File: config.mk
export PLATFORM = sky130hd
export DESIGN_NAME = ebpwm_top
export DESIGN_NICKNAME = d
export VERILOG_FILES = /design/src/hw/ebpwm_prescale.v /design/src/hw/ebpwm_top.v
export VERILOG_INCLUDE_DIRS = /design/src /design/src/hw
export SDC_FILE = /design/constraint.sdc
export NUM_CORES = 1
export LEC_CHECK = 0
export ABC_AREA = 1
export BUFFER_PORTS_ARGS = -buffer_cell sky130_fd_sc_hd__buf_2
export CAP_MARGIN = 5
export CORE_ASPECT_RATIO = 1.4
export CORE_MARGIN = 10
export CORE_UTILIZATION = 50
export DETAILED_ROUTE_END_ITERATION = 10
export MAX_ROUTING_LAYER = met4
export PLACE_DENSITY = 0.83
export SLEW_MARGIN = 20
export SYNTH_ARGS = -nofsm -noshare
export SYNTH_HDL_FRONTEND = slang
export SYNTH_SLANG_ARGS = --single-unit
File: constraint.sdc
create_clock -name CORE_CLK -period 3.7 [get_ports CORE_CLK]
set_input_delay 0.185 -clock CORE_CLK [delete_from_list [all_inputs] [get_ports CORE_CLK]]
set_output_delay 0.185 -clock CORE_CLK [all_outputs]
set_load 0.05 [all_outputs]
File: src/hw/ebpwm_map.vh
// Constants for the enhanced bridge modulator: field codes and reset values.
// Assumes inclusion by bare name from the hw/ design files.
`ifndef EBPWM_MAP_VH
`define EBPWM_MAP_VH

// ****************************************
// Output steering mode codes
// ****************************************
`define EBPWM_STEER_SINGLE 2'h0
`define EBPWM_STEER_FWD 2'h1
`define EBPWM_STEER_HALF 2'h2
`define EBPWM_STEER_REV 2'h3

// ****************************************
// Modulator mode select field
// ****************************************
// Upper two bits equal to 2'b11 select modulation; low two pick polarity.
`define EBPWM_MODE_PWM 2'h3
`define EBPWM_MODE_HI 3
`define EBPWM_MODE_LO 2
`define EBPWM_POL_AC 0
`define EBPWM_POL_BD 1

// ****************************************
// Prescale select codes and reset values
// ****************************************
`define EBPWM_PRE_1 2'h0
`define EBPWM_PRE_4 2'h1
`define EBPWM_PERIOD_RST 8'hFF
`define EBPWM_COUNT_RST 8'h00
`define EBPWM_DUTY_RST 10'h000

`endif

File: src/hw/ebpwm_prescale.v
// Prescaler of the period timer: yields the two low bits of the 10-bit count.
// Assumes one clock, an active-low asynchronous reset and a clock enable.
`timescale 1ns/1ps
`default_nettype none
`include "ebpwm_map.vh"

module ebpwm_prescale (
  input wire clk,
  input wire rst_n,
  input wire ce,
  input wire run,
  input wire clear,
  input wire [1:0] sel,
  output reg [1:0] sub_bits,
  output wire tick
);

  // ****************************************
  // Prescale counter
  // ****************************************
  reg [3:0] pre_ff;
  reg [3:0] nxt_pre;
  reg [3:0] pre_max;

  // Terminal value per prescale code; codes above divide by sixteen.
  always @* begin
    case (sel)
      `EBPWM_PRE_1: pre_max = 4'h0;
      `EBPWM_PRE_4: pre_max = 4'h3;
      default: pre_max = 4'hF;
    endcase
  end

  assign tick = run && (pre_ff == pre_max);

  // Clear wins over counting so a new period always starts aligned.
  always @* begin
    if (clear)
      nxt_pre = 4'h0;
    else if (tick)
      nxt_pre = 4'h0;
    else if (run)
      nxt_pre = pre_ff + 4'h1;
    else
      nxt_pre = pre_ff;
  end

  // The count freezes while the enable is low, which is how sleep holds it.
  always @(posedge clk or negedge rst_n) begin
    if (!rst_n) begin
      pre_ff <= 4'h0;
    end else if (ce) begin
      pre_ff <= nxt_pre;
    end
  end

  // Two fractional bits of the 10-bit compare, scaled by prescale.
  always @* begin
    case (sel)
      `EBPWM_PRE_1: sub_bits = 2'h0;
      `EBPWM_PRE_4: sub_bits = pre_ff[1:0];
      default: sub_bits = pre_ff[3:2];
    endcase
  end

endmodule // ebpwm_prescale
`default_nettype wire

File: src/hw/ebpwm_top.v
// Enhanced bridge modulator: 8-bit period timer, 10-bit duty, four outputs.
// Assumes configuration comes from plain ports driven on CORE_CLK; SLEEP and
// CE are synchronous; pin direction bits are kept by software outside.
`timescale 1ns/1ps
`default_nettype none
`include "ebpwm_map.vh"

// Function
// - Sleep freezes timer and modulator state.
// - Primary pin holds its level in sleep.
// - Timer resumes from its held value.
// - All timing derives from system clock.
// - Reset makes pins inputs, registers reset.
// - Up to four outputs, ten-bit duty.
// - Steer 00 single A; 10 half A,B.
// - Steer 01 forward, 11 reverse, four pins.
// - Mode select bits set output polarity.
// - First pulse waits for new period.
// - Zero control releases pins; unused pins free.
// - Forward: A active, D modulated, B,C inactive.
// - Reverse: C active, B modulated, A,D inactive.
module ebpwm_top (
  input wire CORE_CLK,
  input wire NRST,
  input wire CE,
  input wire SLEEP,
  input wire PERIOD_TIMER_ON,
  input wire [1:0] TIMER_PRESCALE_SELECT,
  input wire [7:0] PERIOD_LIMIT_REG,
  input wire [1:0] OUTPUT_STEER_MODE,
  input wire [1:0] DUTY_LOW_BITS,
  input wire [3:0] MODULATOR_MODE_SELECT,
  input wire [7:0] DUTY_HIGH_BYTE,
  input wire [3:0] PIN_DIRECTION,
  input wire FLAG_CLEAR,
  output reg PERIOD_TIMER_FLAG,
  output wire [7:0] PERIOD_TIMER_COUNT,
  output reg BRIDGE_OUT_A,
  output reg BRIDGE_OUT_B,
  output reg BRIDGE_OUT_C,
  output reg BRIDGE_OUT_D,
  output reg [3:0] BRIDGE_OE
);

  // ****************************************
  // Control decode
  // ****************************************
  wire run_en;
  wire pwm_mode;
  wire [7:0] ctrl_word;
  wire match;
  wire tick;
  wire [1:0] sub_bits;
  wire [9:0] count10;

  // Sleep stops every register by withholding the enable.
  // CE and SLEEP come from logic on this clock, so they need no synchroniser.
  assign run_en = CE && !SLEEP;
  assign pwm_mode = (MODULATOR_MODE_SELECT[`EBPWM_MODE_HI:`EBPWM_MODE_LO]
    == `EBPWM_MODE_PWM);
  assign ctrl_word = {OUTPUT_STEER_MODE, DUTY_LOW_BITS,
    MODULATOR_MODE_SELECT};

  // ****************************************
  // Period timer
  // ****************************************
  reg [7:0] tmr_ff;
  reg [7:0] nxt_tmr;
  reg [9:0] duty_ff;
  reg armed_ff;
  reg pwm_ff;

  ebpwm_prescale u_pre (
    .clk(CORE_CLK),
    .rst_n(NRST),
    .ce(run_en),
    .run(PERIOD_TIMER_ON),
    .clear(match),
    .sub_bits(sub_bits),
    .sel(TIMER_PRESCALE_SELECT),
    .tick(tick)
  );

  // Match is taken on the tick so each timer value lasts a full prescale.
  assign match = tick && (tmr_ff == PERIOD_LIMIT_REG);
  // At divide-by-one the two low bits stay zero, so only duty values that
  // are multiples of four resolve; any other value never matches and the
  // pulse then fills the whole period.
  assign count10 = {tmr_ff, sub_bits};
  assign PERIOD_TIMER_COUNT = tmr_ff;

  always @* begin
    if (match)
      nxt_tmr = `EBPWM_COUNT_RST;
    else if (tick)
      nxt_tmr = tmr_ff + 8'h01;
    else
      nxt_tmr = tmr_ff;
  end

  // Timer and duty latch; both hold their value across sleep.
  always @(posedge CORE_CLK or negedge NRST) begin
    if (!NRST) begin
      tmr_ff <= `EBPWM_COUNT_RST;
      duty_ff <= `EBPWM_DUTY_RST;
    end else if (run_en) begin
      tmr_ff <= nxt_tmr;
      if (match)
        duty_ff <= {DUTY_HIGH_BYTE, DUTY_LOW_BITS};
    end
  end

  // Flag: a match in the clearing cycle keeps the flag set.
  always @(posedge CORE_CLK or negedge NRST) begin
    if (!NRST) begin
      PERIOD_TIMER_FLAG <= 1'b0;
    end else if (run_en) begin
      if (match)
        PERIOD_TIMER_FLAG <= 1'b1;
      else if (FLAG_CLEAR)
        PERIOD_TIMER_FLAG <= 1'b0;
    end
  end

  // ****************************************
  // Modulated waveform
  // ****************************************
  // Armed only after a period boundary, so no partial first pulse appears.
  // The clear is registered, so a pulse lasts one clock cycle past the start of
  // the duty value; a duty of zero still gives one cycle, traded for a simple compare.
  always @(posedge CORE_CLK or negedge NRST) begin
    if (!NRST) begin
      armed_ff <= 1'b0;
      pwm_ff <= 1'b0;
    end else if (run_en) begin
      if (!pwm_mode) begin
        armed_ff <= 1'b0;
        pwm_ff <= 1'b0;
      end else if (match) begin
        armed_ff <= 1'b1;
        pwm_ff <= 1'b1;
      end else if (tick && count10 == duty_ff) begin
        pwm_ff <= 1'b0;
      end else if (!tick && count10 == duty_ff) begin
        pwm_ff <= 1'b0;
      end
    end
  end

  // ****************************************
  // Steering, polarity and pin release
  // ****************************************
  reg [3:0] raw;
  reg [3:0] used;
  wire [3:0] pol_low;
  wire mod_on;

  assign mod_on = pwm_ff && armed_ff;

  // Raw active-high level per pin A..D and which pins the mode claims.
  always @* begin
    case (OUTPUT_STEER_MODE)
      `EBPWM_STEER_SINGLE: begin
        raw = {3'h0, mod_on};
        used = 4'h1;
      end
      `EBPWM_STEER_HALF: begin
        raw = {2'h0, !mod_on, mod_on};
        used = 4'h3;
      end
      `EBPWM_STEER_FWD: begin
        raw = {mod_on, 1'b0, 1'b0, armed_ff};
        used = 4'hF;
      end
      `EBPWM_STEER_REV: begin
        raw = {1'b0, armed_ff, mod_on, 1'b0};
        used = 4'hF;
      end
      default: begin
        raw = 4'h0;
        used = 4'h0;
      end
    endcase
  end

  // Polarity per pin: A and C follow bit 0, B and D follow bit 1. A set bit
  // makes that pin active low, so its inactive level is high.
  genvar gi;
  generate
    for (gi = 0; gi < 4; gi = gi + 1) begin : g_pol
      if (gi % 2 == 0) begin : g_ac
        assign pol_low[gi] = MODULATOR_MODE_SELECT[`EBPWM_POL_AC];
      end else begin : g_bd
        assign pol_low[gi] = MODULATOR_MODE_SELECT[`EBPWM_POL_BD];
      end
    end
  endgenerate

  // Registered pins; in sleep the enable is off so levels simply hold.
  always @(posedge CORE_CLK or negedge NRST) begin
    if (!NRST) begin
      {BRIDGE_OUT_D, BRIDGE_OUT_C, BRIDGE_OUT_B, BRIDGE_OUT_A} <= 4'h0;
      BRIDGE_OE <= 4'h0;
    end else if (run_en) begin
      {BRIDGE_OUT_D, BRIDGE_OUT_C, BRIDGE_OUT_B, BRIDGE_OUT_A} <=
        raw ^ pol_low;
      // Zero control or non-modulating mode gives every pin back.
      if (ctrl_word == 8'h00 || !pwm_mode)
        BRIDGE_OE <= 4'h0;
      else
        BRIDGE_OE <= used & ~PIN_DIRECTION;
    end
  end

endmodule // ebpwm_top
`default_nettype wire

After elaboration in Yosys (flattened, before gate mapping)
Index checks and enable logic that the tools add are counted.
- bits in registers: 33
- bits in latches: 0
- memory bits (writable): 0
- ROM bits: 0
- input port bits: 36
- output and inout port bits: 17
- logic and storage cells: 68
- memories: 0
- add/subtract/negate cells: 2
- multiply operators: 0
- div/mod/pow operators: 0
- order comparisons: 0
- eq/ne operators: 10
- shifts and indexed selects: 0
- muxes and demuxes: 18
- bitwise logic cells: 3
- reduce and logical (&&, ||, !) cells: 24
- operators with widths (kind ; count):
    4-bit two-way mux ; 4
    8-bit two-way mux ; 2
    4-bit one-hot mux with 4 select lines ; 1
    4-bit one-hot mux with 3 select lines ; 1
    2-bit AND reduction ; 6
    10-bit == test ; 1
    8-bit by 1-bit adder with 8-bit output (second input constant) ; 1
    8-bit == test ; 1
    8-bit logical NOT ; 1
    1-bit two-way mux ; 8
    4-bit one-hot mux with 2 select lines ; 1
    2-bit == test (second input constant) ; 3
    1-bit logical AND ; 6
    4-bit by 1-bit adder with 4-bit output (second input constant) ; 1
    4-bit AND ; 1
    2-bit by 1-bit == test with 1-bit output (second input constant) ; 2
    4-bit == test ; 1
    1-bit logical NOT ; 4
    2-bit logical NOT ; 2
    4-bit by 1-bit inequality test with 1-bit output (second input constant) ; 1
    4-bit inverter ; 1
    2-bit one-hot mux with 2 select lines ; 1
    2-bit nonzero test ; 2
    4-bit bitwise XOR ; 1
    4 further kinds ; 4

Longest topological paths before layout
Gate-level depths: netlist (run 1).
- depth in word-level cells: 10
- mapped depth: 11
- gate-level depth less buffers: 11

By module
A second synthesis (run 1) with hierarchy kept.
- cell total of the unflattened synthesis: 302
- area total of the unflattened synthesis: 2178.3 sq um
- modules (own cells, without submodules) (module ; times used ; cells an instance ; area an instance (sq um) ; sequential area each (sq um)):
    ebpwm_top ; 1 ; 257 ; 1880.6 ; 725.7
    ebpwm_prescale ; 1 ; 45 ; 297.8 ; 100.1

Worst setup path before layout (run 1)
Ideal clock, no wire load.
- kind: register to register
- start point: register tmr_ff[0] (netlist: PERIOD_TIMER_COUNT[0])
- end point: register duty_ff[4]
- library setup time: 0.126 ns
- arrival: 1.613 ns
- data required time: 3.574 ns
- slack: 1.961 ns
- cell stages (with the launch flop): 8
- buffers on the path: 1
- period minus slack after synthesis: 1.739 ns
- cell sequence: dfrtp_1 > xnor2_1 > nand2_1 > nor2_1 > nand2_1 > nor2_8 > buf_6 > o21ai_0
- longest elaborated chain between the ends: 3
- RTL lines (element ; RTL line ; source):
    start: declaration ; ebpwm_top.v:67 ; reg [7:0] tmr_ff;
    start signal: assignment ; ebpwm_top.v:104 ; tmr_ff <= `EBPWM_COUNT_RST;
    start signal: assignment ; ebpwm_top.v:107 ; tmr_ff <= nxt_tmr;
    8-bit == test ; ebpwm_top.v:85 ; assign match = tick && (tmr_ff == PERIOD_LIMIT_REG);
    1-bit logical AND ; ebpwm_top.v:85 ;
    2-bit AND reduction (no line) ; n/a ;
    end signal: assignment ; ebpwm_top.v:105 ; duty_ff <= `EBPWM_DUTY_RST;
    end signal: assignment ; ebpwm_top.v:109 ; duty_ff <= {DUTY_HIGH_BYTE, DUTY_LOW_BITS};
    end: declaration ; ebpwm_top.v:69 ; reg [9:0] duty_ff;
Every way passes these cells.
A chain may end at the register's enable or synchronous reset.

Final worst setup path (run 1)
- start point: register tmr_ff[0] (netlist: PERIOD_TIMER_COUNT[0])
- end point: register tmr_ff[5] (netlist: PERIOD_TIMER_COUNT[5])
- longest elaborated chain between the ends: 4
- elaborated cells between the ends (all ways): 7
- those cells by class: add/sub (1); eq/ne (1); mux (2); reduce/logical (3)
- RTL lines (element):
    parallel branches: the longest is 4 deep, another holds 8-bit by 1-bit adder with 8-bit output
Several ways; the timed one is not identified. The select of a mux whose other input is x is not followed.

==> results.txt, run 1 <==
Status - finished, final reports clean
CP startpoint kind - register
Tightest Pin Transition - 0.7455 ns
DP Area - 2147 um2
CP max stage cell - dfrtp_1
Slew HR - 0.5030
Post-route cell area - 2243 um2
GRT Total Usage - 0.1552
Crit path to - PERIOD_TIMER_COUNT[5]
Starting Density - 0.5152
Critical path arrival - 2.03 ns
DIE WIDTH - 71.56 um
Reg2reg path depth - 8
Clock Sink Count - 33
Crit path max fanout - 24
IO buf count - 52
Number of hold violations in the final report - 0
Die ar. - 6596 um2
Clock tree buffer depth - 2
Syn nets - 284
Total wire length - 4711 um
Root buffer cell - clkbuf_8
Cell count along the critical path - 8
DPL Wire Length - 3593 um
GRT Residual Overflow - 0
Async SR Flop Fraction - 1.000
Vias in the first global route - 1847
# fillers - 348
Area delta synth->final - 20.58%
Final Cycle Share - 0.5019
CORE AREA - 3611 um2
R2R Path End - PERIOD_TIMER_COUNT[5]
Synth top area cells - dfrtp_1 (44%), nand2_1 (17%), inv_1 (6.3%)
Most used cell along the critical path - nand2_1
Setup TNS - 0 ns
Lkg Pwr - 1.238 nW
Mapped Area - 1861 um2
Vias per inst - 5.171
Yosys warns - 0
Setup Viol. Count Final - 0
Die H - 92.18 um
DRT Pass-1 Iters - 4
MaxCap Viol Count - 0
Primary FF master, synth - dfrtp_1
Largest net degree at the start of global routing - 34
Antenna violations before repair - 0
Hold Path Class - in2reg
Nets - 341
Commonest cells after routing, fill and taps aside - nand2_1 (82), buf_2 (52), dfrtp_1 (33), inv_1 (31), o21ai_0 (22)
Reg2reg start - PERIOD_TIMER_COUNT[0]
Remaining DRCs - 0
Global placement routability congestion - 0.8936
Via count - 1789
EDFF count, synth - 0
Yosys top cell area share - 0.4438
WP buf/inv - 1
Setup repair bufs after CTS - 0
First-pass GRT wire length - 8245 um
Layout cells sized above 1 - 0.2237
Yosys top cell by area - dfrtp_1
Crit path from - PERIOD_TIMER_COUNT[0]
Setup crit end kind - register
I/O pin total - 53
Clock Skews - 0.006768 ns
Kind of critical path - reg2reg
Util after Layout - 0.6213
CTS tree - yes
RSZ-0062 raised after global routing - false
Fin crit period - 1.857 ns
CP delay by family, top - simple AND/OR/NAND/NOR gates
Unique cell type count in the Yosys netlist - 23
Sequential area share after synthesis - 0.4438
Final Max Tran Viols - 0
Num CTS Buffers - 5
Synth Register Bits - 33
Mapped Cells - 246
FMAX - 538.5 MHz
R2R Setup Slk - 1.84 ns
Worst vdd ir - 0.4120 mV
# resized after CTS - 0
Mean Syn Cell Area - 7.563 um2
Routed Antenna Nets - 0
PD cells - 568.2 nW/um2
DRT iter0 DRCs - 100
Critical path data required time - 3.87 ns
CP max stage delay - 0.47 ns
Worst-path cell chain - xnor2_1 > nand2_1 > nor2_1 > nand2_1 > nor2_8 > inv_1 > nand2_1 > a21oi_1
Clk_lat worst skew - 0.29 ns
ANT cells - 0
Most common cell after layout, fill and taps aside - nand2_1
H-Tree Depth - 2
Routed len/inst - 13.62 um
Clk slew on worst S/H paths - 0.07 ns
Std-Cell Rows - 26
[logic make-up (layout without fill, tap and decap cells)]
family          count (synthesis)  in the layout  share of synthesized area
simple gates                  126            126                     0.2872
xor+xnor                       14             14                    0.06590
fa+ha+maj                       2              2                    0.01345
compound gates                 36             36                     0.1110
buf+inv                        35             93                    0.07868
flops                          33             33                     0.4438
[metal layers]
metal,GRT usage,routed length [um],vias up,part of all wire
met1,0.1655,1937,820,0.41
li1,-,-,896,-
met4,0.06958,88,0,0.019
met5,-,0,-,0
met2,0.2544,2343,65,0.50
met3,0.04962,341,8,0.072
[timing repair]
item                       CTS  global route
hold endpoints to repair    33             0
hold buffers                 1             0
setup endpoints to repair    0             0
[power breakdown]
| group | internal, W | total, W | switching (W) |
|---|---|---|---|
| sequential | 0.000420 | 0.000500 | 0.0000799 |
| clock | 0.000130 | 0.000270 | 0.000140 |
| combinational | 0.000157 | 0.000505 | 0.000348 |
| total | 0.000707 | 0.00127 | 0.000568 |
[worst register-to-register path, delay by kind of cell (launching register included)]
| kind | cells | cell delay [ns] |
|---|---|---|
| compound gates | 1 | 0.04 |
| buf+inv | 1 | 0.14 |
| flops | 1 | 0.47 |
| xor+xnor | 1 | 0.17 |
| simple gates | 5 | 0.92 |
[state kept, by name (all words and copies together), names as in the netlist]
register and flops:
BRIDGE_OE 4, BRIDGE_OUT_A 1, BRIDGE_OUT_B 1, BRIDGE_OUT_C 1
BRIDGE_OUT_D 1, PERIOD_TIMER_COUNT 8, PERIOD_TIMER_FLAG 1, armed_ff 1
duty_ff 10, pwm_ff 1, u_pre.pre_ff 4
[how the worst min path moves through the flow]
stage | from | end | slack, ns | cells past startpoint
finish | PIN_DIRECTION[0] | BRIDGE_OE[0] | 0.07 | 2
global placement | NRST | u_pre.pre_ff[1] | 0.29 | 1
detailed placement | NRST | BRIDGE_OE[2] | 0.30 | 1
global route | PIN_DIRECTION[1] | BRIDGE_OE[1] | 0.07 | 2
floorplan | NRST | BRIDGE_OE[0] | -0.11 | 0
CTS | PIN_DIRECTION[1] | BRIDGE_OE[1] | 0.06 | 2
[synthesized netlist by cell type, types with 4 or more instances]
master and n:
nor3_1 4, o21ai_2 4, xnor2_1 10, a21oi_1 5
nand2_1 82, inv_1 31, o21ai_0 22, xor2_1 4
nand3_1 20, nor2_1 15, dfrtp_1 33
[final cells by class]
class	instances	area, um2	share of cell area
multi-input combinational	178	888.4	0.3960
sequential	33	825.8	0.3681
timing repair buffer	53	270.3	0.1205
inverter	32	120.1	0.05354
clock buffer	5	68.82	0.03067
tap	42	52.55	0.02342
clock inverter	3	17.52	0.007808
[through the flow]
| stage | setup slack [ns] | total power [W] | std cells | hold slack, ns |
|---|---|---|---|---|
| global placement | 1.918 | 0.0009948 | 337 | 0.2925 |
| finish | 1.843 | 0.001275 | 346 | 0.06568 |
| global route | 1.631 | 0.001360 | 346 | 0.06849 |
| CTS | 1.863 | 0.001279 | 346 | 0.06109 |
| detailed placement | 1.890 | 0.001004 | 337 | 0.2975 |
| floorplan | 1.961 | 0.0008626 | 246 | -0.1106 |
No activity file was read; power rests on OpenSTA's default activity.
==> inputs of run 2 (changes only) <==
--- a/config.mk
+++ b/config.mk
@@ -11,10 +11,10 @@
 export CAP_MARGIN = 5
 export CORE_ASPECT_RATIO = 1.4
 export CORE_MARGIN = 10
-export CORE_UTILIZATION = 50
+export CORE_UTILIZATION = 47
 export DETAILED_ROUTE_END_ITERATION = 10
 export MAX_ROUTING_LAYER = met4
-export PLACE_DENSITY = 0.83
+export PLACE_DENSITY = 0.82
 export SLEW_MARGIN = 20
 export SYNTH_ARGS = -nofsm -noshare
 export SYNTH_HDL_FRONTEND = slang
==> constraint.sdc (replaced) <==
create_clock -name CORE_CLK -period 1.6 [get_ports CORE_CLK]
set_input_delay 0.08 -clock CORE_CLK [delete_from_list [all_inputs] [get_ports CORE_CLK]]
set_output_delay 0.08 -clock CORE_CLK [all_outputs]
set_load 0.05 [all_outputs]
==> run 2 against run 1 <==
Against the previous run:
- the flow now finishes with violations (setup timing)
- setup slack got worse by 1.9 ns
- sequential cell count did not move
- critical path depth rose by 1
- clock skew rose by 0.0017 ns
- design area rose by 15%
==> results.txt, run 2 (synthesis gave the netlist of run 1 again) <==
Top reg by flops - duty_ff
Area delta synth->final - 38.06%
Nets - 368 (+7.9%)
Status - finished with violations
Critical path data required time - 1.82 ns (-2.05 ns)
Post-route cell area - 2569 um2 (+15%)
Worst vdd ir - 0.8751 mV (+110%)
CP startpoint kind - register
PD cells - 1303 nW/um2 (+130%)
Setup crit end kind - register
Worst-path cell chain - inv_2 > o21ai_1 > nand3_1 > a21oi_2 > nand2_4 > nor2_8 > clkbuf_16 > nand2_1 > o21ai_2
Routed len/inst - 13.77 um (+1.2%)
DRT Pass-1 Iters - 4 (unchanged)
Lkg Pwr - 1.382 nW (+12%)
Root buffer cell - clkbuf_8
DPL Wire Length - 3745 um (+4.3%)
R2R Path End - duty_ff[7]
Starting Density - 0.4789 (-0.03634)
Failing checks - setup timing
GRT Residual Overflow - 0 (unchanged)
WHS Path Cells - 3 (+1)
Reg2reg start - u_pre.pre_ff[2]
GRT Total Usage - 0.1545 (-0.0006195)
CP max stage cell - dfrtp_1
Clk slew on worst S/H paths - 0.07 ns (about the same)
Slew HR - 0.7173 (+0.2143)
Clock Sink Count - 33 (unchanged)
IO buf count - 52 (unchanged)
Finished Layout Cells - 374 (+8.1%)
Worst Hold Launch - DUTY_LOW_BITS[0]
Critical path arrival - 1.85 ns (-0.18 ns)
Global placement routability congestion - 0.8653 (-3.2%)
CP delay by family, top - simple AND/OR/NAND/NOR gates
Antenna violations before repair - 0 (unchanged)
ANT cells - 0 (unchanged)
Number of hold violations in the final report - 0 (unchanged)
FMAX - 613.6 MHz (+14%)
DP Area - 2231 um2 (+3.9%)
Via count - 1894 (+5.9%)
Die ar. - 6911 um2 (+4.8%)
Worst setup margin - -0.02985 ns (-1.873 ns)
First-pass GRT wire length - 8335 um (+1.1%)
Fin crit period - 1.630 ns (-0.2271 ns)
Final Max Tran Viols - 0 (unchanged)
Final Cycle Share - 1.019 (+0.5168)
I/O pin total - 53 (unchanged)
Tightest Pin Transition - 0.4241 ns (-0.3214 ns)
Setup TNS - -0.1073 ns (-0.1073 ns)
Reg2reg path depth - 9 (+1)
Die H - 94.45 um (+2.5%)
Clock tree buffer depth - 2 (unchanged)
Routed Antenna Nets - 0 (unchanged)
Hold Path Class - in2reg
Clk_lat worst skew - 0.29 ns (about the same)
DIE WIDTH - 73.18 um (+2.3%)
Most common cell after layout, fill and taps aside - nand2_1
Clock Skews - 0.008428 ns (+0.001660 ns)
CTS tree - yes
CP max stage delay - 0.42 ns (-0.05 ns)
MaxCap Viol Count - 0 (unchanged)
Largest net degree at the start of global routing - 34 (unchanged)
DRT iter0 DRCs - 93 (-7.0%)
Remaining DRCs - 0 (unchanged)
Vias in the first global route - 1897 (+2.7%)
RSZ-0062 raised after global routing - true
Std-Cell Rows - 27 (+3.8%)
WP buf/inv - 2 (+1)
Kind of critical path - reg2reg
Total power - 0.003348 W (+160%)
R2R Setup Slk - -0.03 ns (-1.87 ns)
Placed insts - 346 (+2.7%)
Layout cells sized above 1 - 0.3082 (+0.08447)
H-Tree Depth - 2 (unchanged)
Worst Hold Path EP - duty_ff[0]
Setup Viol. Count Final - 8 (+8)
CORE AREA - 3885 um2 (+7.6%)
WHS - 0.01405 ns (-0.05164 ns)
Commonest cells after routing, fill and taps aside - nand2_1 (81), buf_2 (52), inv_1 (29), dfrtp_1 (25), nand3_1 (19)
Total wire length - 5151 um (+9.3%)
Num CTS Buffers - 5 (unchanged)
Max FFs per register - 10 (unchanged)
Crit path max fanout - 8 (-67%)
Vias per inst - 5.064 (-2.1%)
==> run 2: timing repair <==
item / CTS / global route
hold buffers: 10 / 0
gates resized for setup: 1 / 13
setup buffers: 0 / 9
endpoints found under the setup margin: 8 / 19
endpoints found under the hold margin: 42 / 0
gates cloned: 0 / 1
pin swaps: 0 / 2
==> run 2: cell type report <==
| class | instances | area, um2 |
|---|---|---|
| multi-input combinational | 178 | 909.6 |
| tap | 43 | 53.80 |
| fill | 330 | 1316 |
| inverter | 32 | 123.9 |
| timing repair buffer | 80 | 529.3 |
| clock buffer | 7 | 86.33 |
| clock inverter | 1 | 30.03 |
| sequential | 33 | 835.8 |
==> run 2: worst max path at each step <==
stage	from	end	depth (start not counted)
2_1_floorplan	PERIOD_TIMER_COUNT[0]	duty_ff[4]	7
3_3_place_gp	PERIOD_TIMER_COUNT[5]	duty_ff[1]	7
3_5_place_dp	PERIOD_TIMER_COUNT[5]	duty_ff[9]	8
4_1_cts	PERIOD_TIMER_COUNT[5]	duty_ff[5]	7
5_1_grt	u_pre.pre_ff[2]	duty_ff[5]	9
6_report	u_pre.pre_ff[2]	duty_ff[7]	9
==> run 2: where the power goes <==
| part | internal (W) | switching, W |
|---|---|---|
| clock network | 0.000508 | 0.000307 |
| logic | 0.000484 | 0.000903 |
| registers | 0.000986 | 0.000159 |
| total | 0.00198 | 0.00137 |
==> run 2: metrics by stage <==
stage | util | setup WS, ns
after floorplan | - | 0.03553
after global placement | 0.5742 | -0.01261
after detailed placement | 0.5742 | -0.03654
after CTS | 0.6306 | 0.01321
after global routing | 0.6612 | -0.1383
final | 0.6612 | -0.02985
==> run 2: worst min-delay path: cells and delay by family <==
kind	cells	cell delay (ns)
AOI/OAI and AO/OA	1	0.05
buffers and inverters	1	0.09
and+or+nand+nor	1	0.06
==> run 2: routing by layer <==
metal | wire length, um | GRT usage | up-vias
met2 | 2616 | 0.2536 | 65
met3 | 338 | 0.04407 | 14
li1 | - | - | 950
met5 | 0 | - | -
met4 | 146 | 0.07619 | 0
met1 | 2050 | 0.1651 | 865
